--- config.mk ---
export PLATFORM = sky130hd
export DESIGN_NAME = pcd_top
export DESIGN_NICKNAME = d
export VERILOG_FILES = /design/src/hdl/pcd_sync.v /design/src/hdl/pcd_edge.v /design/src/hdl/pcd_top.v
export VERILOG_INCLUDE_DIRS = /design/src /design/src/hdl
export SDC_FILE = /design/constraint.sdc
export NUM_CORES = 1
export LEC_CHECK = 0
export ABC_AREA = 1
export BUFFER_PORTS_ARGS = -buffer_cell sky130_fd_sc_hd__clkbuf_2
export CAP_MARGIN = 25
export CORE_MARGIN = 2
export CORE_UTILIZATION = 55
export CTS_CLUSTER_SIZE = 28
export DETAILED_ROUTE_END_ITERATION = 12
export GPL_TIMING_DRIVEN = 0
export PLACE_DENSITY = 0.87
export SLEW_MARGIN = 30
export SYNTH_ARGS = -nofsm -noshare
export SYNTH_HDL_FRONTEND = slang
export SYNTH_HIERARCHICAL = 1
export SYNTH_SLANG_ARGS = --single-unit
--- constraint.sdc ---
create_clock -name SYS_CLK -period 2.3 [get_ports SYS_CLK]
set_clock_uncertainty 0.1 [all_clocks]
set_input_delay 0.69 -clock SYS_CLK [delete_from_list [all_inputs] [get_ports SYS_CLK]]
set_output_delay 0.69 -clock SYS_CLK [all_outputs]
set_load 0.02 [all_outputs]
--- src/hdl/pcd_map.vh ---
`ifndef PCD_MAP_VH
`define PCD_MAP_VH

`define PCD_PINS          16
`define PCD_AW            8
`define PCD_ZERO16        16'h0000
`define PCD_ZERO32        32'h00000000
// register byte offsets, one aligned word each
`define PCD_OFS_CTRL      8'h00
`define PCD_OFS_RISE      8'h04
`define PCD_OFS_FALL      8'h08
`define PCD_OFS_FLAG      8'h0C
`define PCD_OFS_PULLUP    8'h10
`define PCD_OFS_PULLDOWN  8'h14
`define PCD_OFS_IRQ_STAT  8'h18
`define PCD_OFS_IRQ_EN    8'h1C
`define PCD_OFS_IRQ_CLR   8'h20
`define PCD_OFS_PINS      8'h24
// control register fields
`define PCD_CTRL_ON_BIT   0
// interrupt status bits
`define PCD_IRQ_W         2
`define PCD_IRQ_CHANGE    0
`define PCD_IRQ_SPURIOUS  1
// ahb encodings
`define PCD_HTRANS_NONSEQ 2'h2
`define PCD_HTRANS_SEQ    2'h3
`define PCD_HRESP_OKAY    1'h0

`endif

--- src/hdl/pcd_sync.v ---
`default_nettype none
// two-stage synchroniser per pin
module pcd_sync (
    input  wire        clk,
    input  wire        rst_n,
    input  wire [15:0] d_in,
    output wire [15:0] q_out
);
    reg [15:0] meta_r;
    reg [15:0] sync_r;

    always @(posedge clk) begin
        if (!rst_n) begin
            meta_r <= 16'h0000;
            sync_r <= 16'h0000;
        end else begin
            meta_r <= d_in;
            sync_r <= meta_r;
        end
    end

    assign q_out = sync_r;
endmodule // pcd_sync
`default_nettype wire

--- src/hdl/pcd_edge.v ---
`default_nettype none
`include "pcd_map.vh"
// per-pin edge qualification against the enables
module pcd_edge (
    input  wire                   clk,
    input  wire                   rst_n,
    input  wire                   module_on,
    input  wire [`PCD_PINS-1:0]   pin_sync,
    input  wire [`PCD_PINS-1:0]   rise_en,
    input  wire [`PCD_PINS-1:0]   fall_en,
    output wire [`PCD_PINS-1:0]   hit
);
    reg [`PCD_PINS-1:0] prev_r;

    always @(posedge clk) begin
        if (!rst_n) begin
            prev_r <= `PCD_ZERO16;
        end else begin
            prev_r <= pin_sync;
        end
    end

    genvar g;
    generate
        for (g = 0; g < `PCD_PINS; g = g + 1) begin : g_pin
            wire rise_w;
            wire fall_w;
            assign rise_w = pin_sync[g] & ~prev_r[g];
            assign fall_w = ~pin_sync[g] & prev_r[g];
            // either enable alone, both, or neither
            assign hit[g] = module_on &
                ((rise_en[g] & rise_w) |
                 (fall_en[g] & fall_w));
        end
    endgenerate
endmodule // pcd_edge
`default_nettype wire

--- src/hdl/pcd_top.v ---
// What this block does
// - falling enable set: falling edge sets flag
// - falling enable clear: falling edges ignored
// - both enables: both edges; neither: off
// - enable write while on may fire spuriously
// - flag set by enabled rising or falling edge
// - writing zero clears flag; zero means none
// - writing one to flag does nothing
// - pullup bit one turns pullup on
// - pulldown bit one turns pulldown on
// - sixteen-bit pin registers, all registers reset to zero
// - rising enable set: rising edge sets flag
`default_nettype none
`include "pcd_map.vh"
module pcd_top (
    input  wire        SYS_CLK,
    input  wire        NRST,
    input  wire        HSEL,
    input  wire [31:0] HADDR,
    input  wire [1:0]  HTRANS,
    input  wire        HWRITE,
    input  wire [2:0]  HSIZE,
    input  wire        HREADY,
    input  wire [31:0] HWDATA,
    output reg  [31:0] HRDATA,
    output reg         HREADYOUT,
    output reg         HRESP,
    input  wire [15:0] PIN_IN,
    output reg  [15:0] PIN_PULLUP_EN,
    output reg  [15:0] PIN_PULLDOWN_EN,
    output reg         IRQ
);
    reg  [15:0]              rising_edge_enable_r;
    reg  [15:0]              falling_edge_enable_r;
    reg  [15:0]              change_flag_r;
    reg  [15:0]              change_flag_nxt;
    reg                      module_on_r;
    reg  [`PCD_IRQ_W-1:0]    irq_stat_r;
    reg  [`PCD_IRQ_W-1:0]    irq_stat_nxt;
    reg  [`PCD_IRQ_W-1:0]    irq_en_r;
    reg                      wr_pend_r;
    reg  [`PCD_AW-1:0]       addr_r;
    wire [15:0]              pin_sync;
    wire [15:0]              hit;
    wire                     addr_ph;
    wire                     wr_ctrl;
    wire                     wr_rise;
    wire                     wr_fall;
    wire                     wr_flag;
    wire                     wr_up;
    wire                     wr_down;
    wire                     wr_ien;
    wire                     wr_iclr;
    wire                     spurious;
    reg  [31:0]              rd_val;

    pcd_sync u_sync (
        .clk   (SYS_CLK),
        .rst_n (NRST),
        .d_in  (PIN_IN),
        .q_out (pin_sync)
    );

    pcd_edge u_edge (
        .clk       (SYS_CLK),
        .rst_n     (NRST),
        .module_on (module_on_r),
        .pin_sync  (pin_sync),
        .rise_en   (rising_edge_enable_r),
        .fall_en   (falling_edge_enable_r),
        .hit       (hit)
    );

    // zero-wait slave: every access completes in its data phase
    assign addr_ph = HSEL & HREADY &
        ((HTRANS == `PCD_HTRANS_NONSEQ) | (HTRANS == `PCD_HTRANS_SEQ));

    assign wr_ctrl = wr_pend_r & (addr_r == `PCD_OFS_CTRL);
    assign wr_rise = wr_pend_r & (addr_r == `PCD_OFS_RISE);
    assign wr_fall = wr_pend_r & (addr_r == `PCD_OFS_FALL);
    assign wr_flag = wr_pend_r & (addr_r == `PCD_OFS_FLAG);
    assign wr_up   = wr_pend_r & (addr_r == `PCD_OFS_PULLUP);
    assign wr_down = wr_pend_r & (addr_r == `PCD_OFS_PULLDOWN);
    assign wr_ien  = wr_pend_r & (addr_r == `PCD_OFS_IRQ_EN);
    assign wr_iclr = wr_pend_r & (addr_r == `PCD_OFS_IRQ_CLR);

    // changing an edge enable while on can look like an edge; flag it
    assign spurious = module_on_r & (wr_rise | wr_fall);

    always @(posedge SYS_CLK) begin
        if (!NRST) begin
            wr_pend_r <= 1'b0;
            addr_r    <= {`PCD_AW{1'b0}};
        end else begin
            wr_pend_r <= addr_ph & HWRITE;
            if (addr_ph) begin
                addr_r <= HADDR[`PCD_AW-1:0];
            end
        end
    end

    // hardware set wins over a software clear in the same cycle
    always @* begin
        change_flag_nxt = change_flag_r;
        if (wr_flag) begin
            change_flag_nxt = change_flag_r & HWDATA[15:0];
        end
        change_flag_nxt = change_flag_nxt | hit;
    end

    always @* begin
        irq_stat_nxt = irq_stat_r;
        if (wr_iclr) begin
            irq_stat_nxt = irq_stat_r & ~HWDATA[`PCD_IRQ_W-1:0];
        end
        if (|hit) begin
            irq_stat_nxt[`PCD_IRQ_CHANGE] = 1'b1;
        end
        if (spurious) begin
            irq_stat_nxt[`PCD_IRQ_SPURIOUS] = 1'b1;
        end
    end

    always @(posedge SYS_CLK) begin
        if (!NRST) begin
            rising_edge_enable_r  <= `PCD_ZERO16;
            falling_edge_enable_r <= `PCD_ZERO16;
            change_flag_r         <= `PCD_ZERO16;
            PIN_PULLUP_EN         <= `PCD_ZERO16;
            PIN_PULLDOWN_EN       <= `PCD_ZERO16;
            module_on_r           <= 1'b0;
            irq_stat_r            <= {`PCD_IRQ_W{1'b0}};
            irq_en_r              <= {`PCD_IRQ_W{1'b0}};
            IRQ                   <= 1'b0;
        end else begin
            if (wr_ctrl) begin
                module_on_r <= HWDATA[`PCD_CTRL_ON_BIT];
            end
            if (wr_rise) begin
                rising_edge_enable_r <= HWDATA[15:0];
            end
            if (wr_fall) begin
                falling_edge_enable_r <= HWDATA[15:0];
            end
            if (wr_up) begin
                PIN_PULLUP_EN <= HWDATA[15:0];
            end
            if (wr_down) begin
                PIN_PULLDOWN_EN <= HWDATA[15:0];
            end
            if (wr_ien) begin
                irq_en_r <= HWDATA[`PCD_IRQ_W-1:0];
            end
            change_flag_r <= change_flag_nxt;
            irq_stat_r    <= irq_stat_nxt;
            IRQ           <= |(irq_stat_nxt & irq_en_r);
        end
    end

    always @* begin
        case (HADDR[`PCD_AW-1:0])
            `PCD_OFS_CTRL:     rd_val = {31'h00000000, module_on_r};
            `PCD_OFS_RISE:     rd_val = {16'h0000, rising_edge_enable_r};
            `PCD_OFS_FALL:     rd_val = {16'h0000, falling_edge_enable_r};
            `PCD_OFS_FLAG:     rd_val = {16'h0000, change_flag_r};
            `PCD_OFS_PULLUP:   rd_val = {16'h0000, PIN_PULLUP_EN};
            `PCD_OFS_PULLDOWN: rd_val = {16'h0000, PIN_PULLDOWN_EN};
            `PCD_OFS_IRQ_STAT: rd_val = {30'h00000000, irq_stat_r};
            `PCD_OFS_IRQ_EN:   rd_val = {30'h00000000, irq_en_r};
            `PCD_OFS_PINS:     rd_val = {16'h0000, pin_sync};
            default:           rd_val = `PCD_ZERO32;
        endcase
    end

    // read data is latched at the address phase and stands in the data phase
    always @(posedge SYS_CLK) begin
        if (!NRST) begin
            HRDATA    <= `PCD_ZERO32;
            HREADYOUT <= 1'b1;
            HRESP     <= `PCD_HRESP_OKAY;
        end else begin
            HREADYOUT <= 1'b1;
            HRESP     <= `PCD_HRESP_OKAY;
            if (addr_ph & ~HWRITE) begin
                HRDATA <= rd_val;
            end
        end
    end
endmodule // pcd_top
`default_nettype wire

==> key figures <==
Yosys
  • Cell Area, Synth: just under 7000 um^2
  • Top-area cell type share of the netlist area: 0.459
  • Post-synth EDFFs: 0
  • Post-synth top cells: nand2_1 (186), dfxtp_1 (159), inv_1 (128)
  • Most common cell in the netlist: nand2_1
  • Syn avg cell area: 7.02 um^2
  • Netlist cell types: 25
  • Cells after Synth: around 990
  • Synth async-reset ratio: 0
  • Largest cells by area after synthesis: dfxtp_1 (46%), nand2_1 (10%), o21ai_0 (7.1%), inv_1 (6.9%), nand3_1 (6.8%)
  • Post-synth top area cell: dfxtp_1
  • Primary FF master, synth: dfxtp_1
  • Yosys warns: 6
  • Seq cells post-synth: 159
  • Sequential area share after synthesis: 0.459

Power and ir drop
  • Static Leakage: a little over 4 nW
  • Total power: roughly 6.1 mW
  • Clk pwr share: 0.487
  • Switching Share: 0.212
  • PD cells: roughly 740 nW/um^2
  • VDD IR-drop max: approximately 0.53 mV
  • Sequential Power Share: 0.460
  • Sw Pwr: between 1 and 1.5 mW
  • Combinational share of power: 0.053
  • Cell internal pwr: between 4 and 5 mW

STA
  • Max frequency: roughly 0.47 GHz
  • Slew of the pin with the lowest slew margin: 0.681 ns
  • Final setup fails: 0
  • Smallest hold slack: slightly above 0.3 ns
  • Max-slew violation count: 0
  • Hold Violations, Final: 0
  • Ratio of final minimum period to clock period: 0.925
  • Post-layout min period: 2.13 ns
  • Unrepaired setup endpoints after global routing: no
  • Rel. slew slack: 0.546
  • Setup tns final: 0 ns

Placement
  • Port Buffer Count: 94
  • Final Wtd Congestion: 0.951
  • DP Cell Count: 1,269
  • DP HPWL: ~14,000 um
  • Dpl cell area: 7670 um^2

Critical path
  • CP arrival: 2.38 ns
  • Element type at the critical path start: input port
  • CP dominant cell by count: clkbuf_1
  • Setup crit end kind: flip-flop
  • CP max stage cell: clkbuf_1
  • R2r setup slk: just over 0.3 ns
  • Largest stage delay, worst path: between 0.5 and 0.6 ns
  • Critical-path maximum fanout: 12
  • Worst R2R End: change_flag_r[13]$_SDFF_PN0_
  • Worst r2r path cells: 7
  • Reg2reg start: addr_r[7]$_SDFFE_PN0P_
  • CP cell instances: clkbuf_2 > clkbuf_1 > clkbuf_1 > o21ai_0 > nor2_1
  • Crit Path Class: in -> reg
  • WP data required: between 2 and 3 ns

CTS
  • Sink Count: 159
  • Root Buffer: clkbuf_16
  • Post-CTS Setup Inserts: 0
  • Resized cells post-CTS: 0
  • H-tree Lvls: 4
  • Worst-Skew Late Latency: between 0.4 and 0.5 ns
  • Inserted Clock Buffers: 17
  • Reg clk slew, reported paths: 0.06 ns
  • Max clock buf depth: 2
  • Hold_buf cts: 0
  • CTS tree: done

GRT
  • Number of global-route vias before repair: 5,990
  • First-pass GRT wire length: between 30,000 and 40,000 um
  • Total GRT Usage: 0.293
  • Largest net degree at the start of global routing: 17
  • Gr ovfl total: 0
  • Initial antenna violation count: 0

Floorplanning
  • Core area: between 10,000 and 15,000 um^2
  • # rows: 41
  • Die footprint: 13,500 um^2
  • Die Wd: 116 um
  • Die height: 116 um
  • Initial core utilization: 0.556
  • Ports: between 150 and 200

Layout
  • Area Growth Syn to Fin: 19.7%
  • Nets: approximately 1,200
  • Area of the multi-input gates: between 2000 and 3000 um^2
  • Post-route cell area: approximately 8300 um^2
  • Fillers: 1,076
  • Post-Layout Cell Count: roughly 1,300
  • FF/Latch Area: ~3200 um^2
  • Inserted Diodes: 0
  • Layout cells sized above 1: 0.189

Detailed routing
  • Detail Route Antenna Nets: 0
  • DRC viols: 0
  • Routed vias: 6,739
  • Avg WL per Cell: 14.7 um
  • Vias per cell: ~5.2
  • Detailed Route Iter0 Violations: between 1,000 and 1,500
  • Drt pass-1 iters: 6
  • Wirelength, routed: between 15,000 and 20,000 um

Min path
  • Worst Hold Path EP: u_sync/q_out[8]$_SDFF_PN0_
  • HP Start: u_sync/meta_r[8]$_SDFF_PN0_
  • Worst min-delay path category: reg -> reg
  • WHS Path Cells: 2

Run
  • Maxcap violations: 0

Run status
  • Outcome: finished, final reports clean
[how the worst max path moves through the flow]
stage | slack [ns] | cells past startpoint | from | endpoint
global route | 0.16 | 5 | NRST | falling_edge_enable_r[3]$_SDFFE_PN0N_
CTS | 0.28 | 5 | NRST | falling_edge_enable_r[3]$_SDFFE_PN0N_
global placement | 0.005 | 5 | NRST | falling_edge_enable_r[4]$_SDFFE_PN0N_
finish | 0.17 | 5 | NRST | falling_edge_enable_r[3]$_SDFFE_PN0N_
detailed placement | -0.06 | 5 | NRST | PIN_PULLUP_EN[14]$_SDFFE_PN0P_
floorplan | 0.50 | 6 | HTRANS[1] | HRDATA[10]$_SDFFE_PN0P_
[placed cells by master, fill, tap and decap left out, types with 5 or more instances in the layout]
cell and instances:
nand3_1 94, clkbuf_1 19, buf_2 12, bufinv_16 5, o21ai_0 98, nor2_1 125, inv_2 23, conb_1 18
nor2_2 6, buf_6 8, inv_1 128, dfxtp_1 159, buf_4 23, nand2_2 15, a21oi_1 74, nand2_1 186
clkbuf_2 94, clkbuf_16 17
[through the flow]
stage | worst slack, ns | utilization
3_3_place_gp | 0.00521 | 0.616
5_1_grt | 0.155 | 0.665
6_report | 0.173 | 0.665
4_1_cts | 0.276 | 0.665
3_5_place_dp | -0.0609 | 0.616
2_1_floorplan | 0.496 | -
[layer usage]
metal / GRT usage / vias to the layer above / share of wire
met1: 0.387 / 2967 / 0.42
met2: 0.459 / 399 / 0.44
met3: 0.0638 / 57 / 0.10
li1: - / 3316 / -
met5: 0 / - / 0
met4: 0.139 / 0 / 0.035
[final cells by class]
type                    instances  share of cell area
well taps                     172              0.0260
inverters                     152              0.0688
clock buffers                  23              0.0552
multi-input cells             634               0.342
plain buffers                  58              0.0477
repair buffers                 94              0.0567
clock inverters                 7              0.0193
flip-flops and latches        159               0.384
[worst max-delay path, delay by kind of cell]
family	cells	cell delay (ns)
buf+inv	3	1.28
compound gates	1	0.25
simple gates	1	0.15
[kinds of logic (layout without fill, tap and decap cells)]
family	count (synthesis)	in the layout	synth area share
flip-flops	159	159	0.459
AND/OR/NAND/NOR	442	442	0.274
other	2	18	0.00108
buffers and inverters	210	334	0.139
AO/OA/AOI/OAI	174	174	0.126
[power by group through the flow]
stage	Sequential, mW	Clock (mW)	Combinational [mW]
2_1_floorplan	2.88	0	0.202
3_3_place_gp	2.89	0	0.310
3_5_place_dp	2.89	0	0.315
4_1_cts	2.83	3.00	0.317
5_1_grt	2.83	3.13	0.355
6_report	2.83	3.00	0.323
Note: power is estimated with default switching activity, not from simulation.
